## src/esd_pkg.sv

```systemverilog
// Constants, register map and field layouts for the enable sequencing block.
// Assumes a 10 MHz system clock and an external serial front end that owns the register port.
package esd_pkg;

  // System clock and step timing
  localparam int unsigned CLK_PERIOD_NS  = 100;
  localparam int unsigned HALF_MS_STEP_NS = 500_000;
  localparam int unsigned HALF_MS_CYCLES = (HALF_MS_STEP_NS + CLK_PERIOD_NS - 1) / CLK_PERIOD_NS;
  localparam int unsigned STEP_CNT_W     = 14;

  // Register addresses
  localparam logic [7:0] ADDR_LINREG_A_SEQ_DELAY  = 8'h0E;
  localparam logic [7:0] ADDR_LINREG_B_SEQ_DELAY  = 8'h0F;
  localparam logic [7:0] ADDR_OUT_A_SEQ_DELAY     = 8'h10;
  localparam logic [7:0] ADDR_OUT_B_SEQ_DELAY     = 8'h11;
  localparam logic [7:0] ADDR_GENERAL_OUTPUT_CTRL = 8'h12;
  localparam logic [7:0] ADDR_DEVICE_CONFIG       = 8'h13;

  // Reset values and write masks
  localparam logic [7:0] DELAY_RESET      = 8'h00;
  localparam logic [7:0] OUT_CTRL_RESET   = 8'h00;
  localparam logic [7:0] CONFIG_RESET     = 8'h00;
  localparam logic [7:0] OUT_CTRL_WMASK   = 8'h77;
  localparam logic [7:0] READ_UNMAPPED    = 8'h00;
  localparam logic [3:0] CODE_NONE        = 4'h0;
  localparam logic [3:0] CODE_LAST_STEP   = 4'h1;

  typedef struct packed {
    logic [3:0] fall;   // Delay code after enable falls
    logic [3:0] rise;   // Delay code after enable rises
  } esd_delay_t;

  typedef struct packed {
    logic rsvd7;
    logic on_range;               // Startup step: 0 half ms, 1 one ms
    logic off_range;              // Shutdown step: 0 half ms, 1 one ms
    logic shared_pin_function;    // 0 general output b, 1 clock input
    logic shared_pin_pulldown;
    logic enable_pin_pulldown;
    logic thermal_warn_threshold; // 0 lower, 1 higher threshold
    logic spread_spectrum_on;
  } esd_config_t;

  typedef struct packed {
    logic rsvd7;
    logic out_b_open_drain;
    logic out_b_pin_gating;
    logic out_b_level;
    logic rsvd3;
    logic out_a_open_drain;
    logic out_a_pin_gating;
    logic out_a_level;
  } esd_out_ctrl_t;

  typedef enum logic [1:0] {
    ESD_IDLE     = 2'b00,
    ESD_WAIT_ON  = 2'b01,
    ESD_WAIT_OFF = 2'b10
  } esd_state_t;

endpackage

```

## src/esd_seq_top.sv

```systemverilog
// Enable sequencing for two linear regulators and two general outputs,
// plus output type, pin gating and configuration bits.
// Assumes a serial front end drives the register port on i_clk; enable pin is asynchronous.
`timescale 1ns/1ps

module esd_seq_top
  import esd_pkg::*;
#(
  parameter int unsigned HALF_CYC = HALF_MS_CYCLES  // Cycles per half ms step
)
(
  input  wire logic       i_clk,                    // 10 MHz system clock
  input  wire logic       i_reset_n,                // Async reset, active low
  input  wire logic       i_enable_pin,             // Raw enable pin
  input  wire logic       i_reg_wr_en,              // Register write strobe
  input  wire logic [7:0] i_reg_addr,               // Register address
  input  wire logic [7:0] i_reg_wdata,              // Register write data
  output logic      [7:0] o_reg_rdata,              // Register read data, one cycle late
  output logic            o_linear_reg_a_en,        // Regulator A enable
  output logic            o_linear_reg_b_en,        // Regulator B enable
  output logic            o_general_output_a,       // Output A drive value
  output logic            o_general_output_a_oe_n,  // Output A enable, low drives
  output logic            o_general_output_b,       // Shared pin drive value
  output logic            o_general_output_b_oe_n,  // Shared pin enable, low drives
  output logic            o_ext_clock_select,       // Shared pin used as clock input
  output logic            o_shared_pin_pulldown,    // Shared pin pull-down on
  output logic            o_enable_pin_pulldown,    // Enable pin pull-down on
  output logic            o_thermal_warn_threshold, // Thermal warning threshold select
  output logic            o_spread_spectrum_on      // Spread spectrum enable
);

  initial
  begin
    if (HALF_CYC < 1 || 2 * HALF_CYC > (1 << STEP_CNT_W))
      $error("esd_seq_top: HALF_CYC out of range");
  end

  // Drive value and enable for one pin from level and type
  function automatic logic [1:0] pin_drive(input logic value, input logic open_drain);
    // Returns {drive value, enable_n}
    if (open_drain)
      pin_drive = {1'b0, value};
    else
      pin_drive = {value, 1'b0};
  endfunction

  // Register file
  esd_delay_t    linreg_a_seq_delay;
  esd_delay_t    linreg_b_seq_delay;
  esd_delay_t    out_a_seq_delay;
  esd_delay_t    out_b_seq_delay;
  esd_out_ctrl_t general_output_control;
  esd_config_t   device_config;

  // Enable pin edges
  logic enable_level;
  logic enable_rise;
  logic enable_fall;

  // Sequenced levels
  logic linreg_a_seq;
  logic linreg_b_seq;
  logic out_a_seq;
  logic out_b_seq;

  // Combined pin values
  logic       next_out_a_value;
  logic       next_out_b_value;
  logic [1:0] next_out_a_pin;
  logic [1:0] next_out_b_pin;
  logic [7:0] next_rdata;

  esd_pin_sync u_enable_sync (
    .i_clk     (i_clk),
    .i_reset_n (i_reset_n),
    .i_pin     (i_enable_pin),
    .o_level   (enable_level),
    .o_rise    (enable_rise),
    .o_fall    (enable_fall)
  );

  // Register writes
  always_ff @(posedge i_clk or negedge i_reset_n)
  begin
    if (!i_reset_n)
    begin
      linreg_a_seq_delay <= DELAY_RESET;
      linreg_b_seq_delay <= DELAY_RESET;
      out_a_seq_delay    <= DELAY_RESET;
      out_b_seq_delay    <= DELAY_RESET;
    end
    else if (i_reg_wr_en)
    begin
      case (i_reg_addr)
        ADDR_LINREG_A_SEQ_DELAY: linreg_a_seq_delay <= i_reg_wdata;
        ADDR_LINREG_B_SEQ_DELAY: linreg_b_seq_delay <= i_reg_wdata;
        ADDR_OUT_A_SEQ_DELAY:    out_a_seq_delay    <= i_reg_wdata;
        ADDR_OUT_B_SEQ_DELAY:    out_b_seq_delay    <= i_reg_wdata;
        default:
        begin
          linreg_a_seq_delay <= linreg_a_seq_delay;
        end
      endcase
    end
  end

  always_ff @(posedge i_clk or negedge i_reset_n)
  begin
    if (!i_reset_n)
      general_output_control <= OUT_CTRL_RESET;
    else if (i_reg_wr_en && i_reg_addr == ADDR_GENERAL_OUTPUT_CTRL)
      general_output_control <= i_reg_wdata & OUT_CTRL_WMASK;
  end

  always_ff @(posedge i_clk or negedge i_reset_n)
  begin
    if (!i_reset_n)
      device_config <= CONFIG_RESET;
    else if (i_reg_wr_en && i_reg_addr == ADDR_DEVICE_CONFIG)
      device_config <= i_reg_wdata;
  end

  // Register reads
  always_comb
  begin
    case (i_reg_addr)
      ADDR_LINREG_A_SEQ_DELAY:  next_rdata = linreg_a_seq_delay;
      ADDR_LINREG_B_SEQ_DELAY:  next_rdata = linreg_b_seq_delay;
      ADDR_OUT_A_SEQ_DELAY:     next_rdata = out_a_seq_delay;
      ADDR_OUT_B_SEQ_DELAY:     next_rdata = out_b_seq_delay;
      ADDR_GENERAL_OUTPUT_CTRL: next_rdata = general_output_control;
      ADDR_DEVICE_CONFIG:       next_rdata = device_config;
      default:                  next_rdata = READ_UNMAPPED;
    endcase
  end

  always_ff @(posedge i_clk or negedge i_reset_n)
  begin
    if (!i_reset_n)
      o_reg_rdata <= READ_UNMAPPED;
    else
      o_reg_rdata <= next_rdata;
  end

  // Sequencing channels
  esd_seq_channel #(
    .HALF_CYC (HALF_CYC)
  ) u_linreg_a (
    .i_clk       (i_clk),
    .i_reset_n   (i_reset_n),
    .i_rise      (enable_rise),
    .i_fall      (enable_fall),
    .i_rise_code (linreg_a_seq_delay.rise),
    .i_fall_code (linreg_a_seq_delay.fall),
    .i_on_range  (device_config.on_range),
    .i_off_range (device_config.off_range),
    .o_level     (linreg_a_seq)
  );

  esd_seq_channel #(
    .HALF_CYC (HALF_CYC)
  ) u_linreg_b (
    .i_clk       (i_clk),
    .i_reset_n   (i_reset_n),
    .i_rise      (enable_rise),
    .i_fall      (enable_fall),
    .i_rise_code (linreg_b_seq_delay.rise),
    .i_fall_code (linreg_b_seq_delay.fall),
    .i_on_range  (device_config.on_range),
    .i_off_range (device_config.off_range),
    .o_level     (linreg_b_seq)
  );

  esd_seq_channel #(
    .HALF_CYC (HALF_CYC)
  ) u_out_a (
    .i_clk       (i_clk),
    .i_reset_n   (i_reset_n),
    .i_rise      (enable_rise),
    .i_fall      (enable_fall),
    .i_rise_code (out_a_seq_delay.rise),
    .i_fall_code (out_a_seq_delay.fall),
    .i_on_range  (device_config.on_range),
    .i_off_range (device_config.off_range),
    .o_level     (out_a_seq)
  );

  esd_seq_channel #(
    .HALF_CYC (HALF_CYC)
  ) u_out_b (
    .i_clk       (i_clk),
    .i_reset_n   (i_reset_n),
    .i_rise      (enable_rise),
    .i_fall      (enable_fall),
    .i_rise_code (out_b_seq_delay.rise),
    .i_fall_code (out_b_seq_delay.fall),
    .i_on_range  (device_config.on_range),
    .i_off_range (device_config.off_range),
    .o_level     (out_b_seq)
  );

  // General output levels and pin drive
  always_comb
  begin
    next_out_a_value = general_output_control.out_a_level &
                       (~general_output_control.out_a_pin_gating | out_a_seq);
    next_out_b_value = general_output_control.out_b_level &
                       (~general_output_control.out_b_pin_gating | out_b_seq);
    next_out_a_pin   = pin_drive(next_out_a_value,
                                 general_output_control.out_a_open_drain);
    next_out_b_pin   = pin_drive(next_out_b_value,
                                 general_output_control.out_b_open_drain);
    // Shared pin released when it serves as clock input
    if (device_config.shared_pin_function)
      next_out_b_pin = 2'b01;
  end

  // Regulator enables lag their channels by one cycle
  always_ff @(posedge i_clk or negedge i_reset_n)
  begin
    if (!i_reset_n)
    begin
      o_linear_reg_a_en <= 1'b0;
      o_linear_reg_b_en <= 1'b0;
    end
    else
    begin
      o_linear_reg_a_en <= linreg_a_seq;
      o_linear_reg_b_en <= linreg_b_seq;
    end
  end

  // Output A pin drive
  always_ff @(posedge i_clk or negedge i_reset_n)
  begin
    if (!i_reset_n)
    begin
      o_general_output_a      <= 1'b0;
      o_general_output_a_oe_n <= 1'b0;
    end
    else
    begin
      o_general_output_a      <= next_out_a_pin[1];
      o_general_output_a_oe_n <= next_out_a_pin[0];
    end
  end

  // Shared pin drive, released while it serves as clock input
  always_ff @(posedge i_clk or negedge i_reset_n)
  begin
    if (!i_reset_n)
    begin
      o_general_output_b      <= 1'b0;
      o_general_output_b_oe_n <= 1'b0;
    end
    else
    begin
      o_general_output_b      <= next_out_b_pin[1];
      o_general_output_b_oe_n <= next_out_b_pin[0];
    end
  end

  // Configuration outputs
  always_ff @(posedge i_clk or negedge i_reset_n)
  begin
    if (!i_reset_n)
    begin
      o_ext_clock_select       <= 1'b0;
      o_shared_pin_pulldown    <= 1'b0;
      o_enable_pin_pulldown    <= 1'b0;
      o_thermal_warn_threshold <= 1'b0;
      o_spread_spectrum_on     <= 1'b0;
    end
    else
    begin
      o_ext_clock_select       <= device_config.shared_pin_function;
      o_shared_pin_pulldown    <= device_config.shared_pin_pulldown;
      o_enable_pin_pulldown    <= device_config.enable_pin_pulldown;
      o_thermal_warn_threshold <= device_config.thermal_warn_threshold;
      o_spread_spectrum_on     <= device_config.spread_spectrum_on;
    end
  end

endmodule

```

## src/esd_pin_sync.sv

```systemverilog
// Two-flop synchroniser for the enable pin with rise and fall pulses.
// Assumes the pin is asynchronous to i_clk.
`timescale 1ns/1ps
module esd_pin_sync
  import esd_pkg::*;
(
  input  wire logic i_clk,      // System clock
  input  wire logic i_reset_n,  // Async reset, active low
  input  wire logic i_pin,      // Raw pin level
  output logic      o_level,    // Synchronised level
  output logic      o_rise,     // One-cycle pulse on rise
  output logic      o_fall      // One-cycle pulse on fall
);

  logic meta;
  logic sync;

  always_ff @(posedge i_clk or negedge i_reset_n)
  begin
    if (!i_reset_n)
    begin
      meta    <= 1'b0;
      sync    <= 1'b0;
      o_level <= 1'b0;
    end
    else
    begin
      meta    <= i_pin;
      sync    <= meta;
      o_level <= sync;
    end
  end

  assign o_rise = sync & ~o_level;
  assign o_fall = ~sync & o_level;

endmodule

```

## src/esd_seq_channel.sv

```systemverilog
// One sequenced output: delays a level change after each enable edge.
// Assumes rise and fall pulses never arrive in the same cycle.
`timescale 1ns/1ps
module esd_seq_channel
  import esd_pkg::*;
#(
  parameter int unsigned HALF_CYC = HALF_MS_CYCLES
)
(
  input  wire logic       i_clk,       // System clock
  input  wire logic       i_reset_n,   // Async reset, active low
  input  wire logic       i_rise,      // Enable rose
  input  wire logic       i_fall,      // Enable fell
  input  wire logic [3:0] i_rise_code, // Steps after rise
  input  wire logic [3:0] i_fall_code, // Steps after fall
  input  wire logic       i_on_range,  // Startup step select
  input  wire logic       i_off_range, // Shutdown step select
  output logic            o_level      // Sequenced level
);

  initial
  begin
    if (HALF_CYC < 1 || 2 * HALF_CYC > (1 << STEP_CNT_W))
      $error("esd_seq_channel: HALF_CYC out of range");
  end

  function automatic logic [STEP_CNT_W-1:0] step_last(input logic one_ms);
    step_last = one_ms ? STEP_CNT_W'(2 * HALF_CYC - 1) : STEP_CNT_W'(HALF_CYC - 1);
  endfunction

  esd_state_t            state;
  logic [3:0]            steps_left;
  logic [STEP_CNT_W-1:0] cyc_cnt;
  logic                  one_ms;

  always_ff @(posedge i_clk or negedge i_reset_n)
  begin
    if (!i_reset_n)
    begin
      state      <= ESD_IDLE;
      steps_left <= CODE_NONE;
      cyc_cnt    <= '0;
      one_ms     <= 1'b0;
      o_level    <= 1'b0;
    end
    else if (i_rise)
    begin
      // New edge cancels any pending opposite change
      one_ms     <= i_on_range;
      steps_left <= i_rise_code;
      cyc_cnt    <= step_last(i_on_range);
      if (i_rise_code == CODE_NONE)
      begin
        o_level <= 1'b1;
        state   <= ESD_IDLE;
      end
      else
        state <= ESD_WAIT_ON;
    end
    else if (i_fall)
    begin
      one_ms     <= i_off_range;
      steps_left <= i_fall_code;
      cyc_cnt    <= step_last(i_off_range);
      if (i_fall_code == CODE_NONE)
      begin
        o_level <= 1'b0;
        state   <= ESD_IDLE;
      end
      else
        state <= ESD_WAIT_OFF;
    end
    else
    begin
      case (state)
        ESD_WAIT_ON, ESD_WAIT_OFF:
        begin
          if (cyc_cnt != '0)
            cyc_cnt <= cyc_cnt - 1'b1;
          else if (steps_left == CODE_LAST_STEP)
          begin
            o_level <= (state == ESD_WAIT_ON);
            state   <= ESD_IDLE;
          end
          else
          begin
            steps_left <= steps_left - 1'b1;
            cyc_cnt    <= step_last(one_ms);
          end
        end
        ESD_IDLE:
        begin
          state <= ESD_IDLE;
        end
        default:
        begin
          state <= ESD_IDLE;
        end
      endcase
    end
  end

endmodule

```

## config.mk

```make
export PLATFORM = sky130hd
export DESIGN_NAME = esd_seq_top
export DESIGN_NICKNAME = d
export VERILOG_FILES = /design/src/esd_pkg.sv /design/src/esd_seq_top.sv /design/src/esd_pin_sync.sv /design/src/esd_seq_channel.sv
export SDC_FILE = /design/constraint.sdc
export NUM_CORES = 1
export LEC_CHECK = 0
export ABC_CLOCK_PERIOD_IN_PS = 3600
export BUFFER_PORTS_ARGS = -buffer_cell sky130_fd_sc_hd__buf_2
export CAP_MARGIN = 20
export CELL_PAD_IN_SITES_DETAIL_PLACEMENT = 0
export CELL_PAD_IN_SITES_GLOBAL_PLACEMENT = 1
export CORE_MARGIN = 2
export CORE_UTILIZATION = 35
export DETAILED_ROUTE_END_ITERATION = 10
export GPL_TIMING_DRIVEN = 0
export PLACE_DENSITY = 0.66
export RECOVER_POWER = 100
export SYNTH_ARGS = -nofsm -noshare
export SYNTH_HDL_FRONTEND = slang
export SYNTH_SLANG_ARGS = --single-unit
```

## constraint.sdc

```tcl
create_clock -name i_clk -period 3.6 [get_ports i_clk]
set_clock_uncertainty 0.1 [all_clocks]
set_input_delay 0.36 -clock i_clk [delete_from_list [all_inputs] [get_ports i_clk]]
set_output_delay 0.36 -clock i_clk [all_outputs]
set_load 0.01 [all_outputs]
```

==> reports/metrics.yaml <==
outcome: "finished with violations"
failed_checks: "capacitance limit, slew limit"
wirelength_mm: 23.0
min_period_ns: 3.18
r2r_start: "u_linreg_b.cyc_cnt[0]"
grtUsageTotal_pct: 19.6
min_period_over_period_pct: 88.3
rows: 55
combPwrFrac_pct: 18.6
core_area_um2: 22800
insertion_delay_ns: 0.44
p_int_mw: 3.23
die_area_um2: 24700
ys_types: 67
numCtsBuffers: 17
cts.sinks: 153
die_w_um: 157
instances_no_fill: 1209
cts_tree: "yes"
cts-root-buf: "clkbuf_16"
hold_viol: 0
hp-start: "i_reg_wdata[7]"
yosysWarnings: 0
final_common_cell: "dfrtp_1"
clkSlewWorstSetupHoldPaths_ns: 0.07
synth-edff-count: 0
nNetsFinal: 921
synth_top_area_cell: "dfrtp_1"
arrival_ns: 3.40
num_vias: 6666
ioPinCount: 39
slew_headroom_pct: -66.8
grt_pass1_wl_mm: 37.3
cp-start-kind: "flop"
layout_common_cells: "153 x dfrtp_1, 68 x nor2_1, 68 x nand2_1"
antenna_cells: 0
nFillCells: 2334
crit_required_ns: 3.82
drv_cap: 1
post-route-util_pct: 40.9
crit_fanout: 8
portBuffers: 36
wl_per_cell_um: 19.0
hpwl_mm: 16.3
place_inst: 1175
die_h_um: 157
final_max_slew_viol_count: 52
ant_nets: 0
drt_iter0_drc: 422
fmax_mhz: 315
grt_pass1_vias: 6471
grt.overflow.total: 0
hold_buffers: 2
cts_resized: 0
setup_viol: 0
htreeDepth: 4
start_util_pct: 35.9
power.net_switching_mw: 1.62
first_pass_iters: 4
worst_pin_slew_ns: 2.50
power.density_nw_per_um2: 520
grt_antenna_before_repair: 0
p_seq_share_pct: 44.2
clock_power_share_pct: 37.2
drc: 0
rsz0062_at_grt: "no"
grt_start_max_net_pins: 103
endpoint_kind: "flop"
cts.path.max_buffers: 2
ys_dominant_reg_cell: "dfrtp_1"
ys_ff_latch: 153
startpoint: "u_linreg_b.cyc_cnt[0]"
p_leak_nw: 4.07
synth_area_um2: 8200
setup_tns_ns: 0
synth_top_area_share_pct: 46.7
ys_seq_area_share_pct: 46.7
synthTopCellsByArea: "dfrtp_1 47%, mux2_2 7.6%, a21oi_1 3.8%"
min_path_type: "in -> reg"
avgSynthCellArea_um2: 9.94
cts_setup_buffers: 0
areaGrowthSynthToFinish_pct: 13.9
drive_gt1_share_pct: 14.4
switching_share_pct: 33.3
syn-num-nets: 863
syn_inst: 825
async_flop_share_pct: 100
vias_per_cell: 5.51
path_class: "reg -> reg"
ir_drop_mv: 0.242
place.gp.congestion: 0.799
power_mw: 4.85
routing by layer:
layer	global-route usage (%)	part of all wire, %	up-vias	wire, um
met3	3.17	3.0	18	681
met5	0	0	-	0
met4	4.89	0.88	0	202
met2	29.5	46	114	10500
li1	-	-	3178	-
met1	29.2	50	3356	11600
cell type report:
class,instances,area (um^2),share of cell area [%]
Buffer,35,155,1.66
Clock buffer,17,425,4.56
Clock inverter,15,170,1.82
Inverter,39,146,1.57
Multi-Input combinational cell,598,4010,42.9
Sequential cell,153,3830,41.0
Tap cell,313,392,4.19
Timing Repair Buffer,39,210,2.25
path summary, 6_finish.rpt:
kind                            depth (start not counted)                     end  slack (ns)
worst max-delay path                                    8  u_linreg_b.cyc_cnt[11]        0.42
min in group asynchronous                               2  u_linreg_a.cyc_cnt[10]        1.17
worst max register to register                          8  u_linreg_b.cyc_cnt[11]        0.42
max in group asynchronous                               3   u_out_a.steps_left[1]        0.79
worst min register to register                          0      u_enable_sync.sync        0.26
worst min-delay path                                    2        device_config[7]        0.15
per-stage QoR:
step	worst slack [ns]	cell area [um^2]	hold slack [ns]
after floorplan	1.09	8200	-0.0356
after global placement	-0.453	8770	0.234
after detailed placement	0.604	8810	0.219
after CTS	0.578	9420	0.153
after global routing	0.218	9340	0.153
final	0.421	9340	0.153
worst max-delay path, cell delays in order (launching register included):
cell and delay, ns:
dfrtp_1 0.42, inv_1 0.07, ha_1 0.21, or4b_2 0.59, clkbuf_1 0.24, o41ai_2 0.86
a21oi_1 0.32, nand3_1 0.18, nand2_1 0.07
synthesized netlist by cell type, drive strengths merged (10+ instances only):
cell type	count
dfrtp	153
nor4	16
mux2i	10
or4	18
nor2	68
mux2	55
nor3	26
buf	10
o31ai	11
nand2	68
nand3	12
a21o	10
o21ai	64
a211oi	11
o41ai	14
or3	15
a31oi	17
clkbuf	25
a21oi	63
inv	39
ha	18
power by group through the flow:
| stage | clock network, mW | registers [mW] | logic [mW] |
|---|---|---|---|
| 3_3_place_gp | 0 | 2.17 | 0.906 |
| 4_1_cts | 1.85 | 2.14 | 0.923 |
| 2_1_floorplan | 0 | 2.11 | 0.667 |
| 5_1_grt | 1.93 | 2.18 | 1.03 |
| 6_report | 1.81 | 2.14 | 0.902 |
| 3_5_place_dp | 0 | 2.17 | 0.912 |
sequential cells by signal (all words and copies together), names as in the netlist, 8 cells and up:
name,cells
u_linreg_b.cyc_cnt,14
u_out_b.cyc_cnt,14
device_config,8
linreg_a_seq_delay,8
u_out_a.cyc_cnt,14
linreg_b_seq_delay,8
u_linreg_a.cyc_cnt,14
out_a_seq_delay,8
out_b_seq_delay,8
o_reg_rdata,8
cell families (layout without fill, tap and decap cells):
kind of cell / after synthesis / after routing / synth area share (%)
muxes: 69 / 69 / 9.88
adders and majority gates: 18 / 18 / 2.75
xor gates and xnor gates: 15 / 15 / 1.60
DFF: 153 / 153 / 46.7
and+or+nand+nor: 258 / 258 / 16.3
buffers and inverters: 74 / 145 / 3.76
AOI/OAI and AO/OA: 238 / 238 / 19.0
No activity file was read; power rests on OpenSTA's default activity.
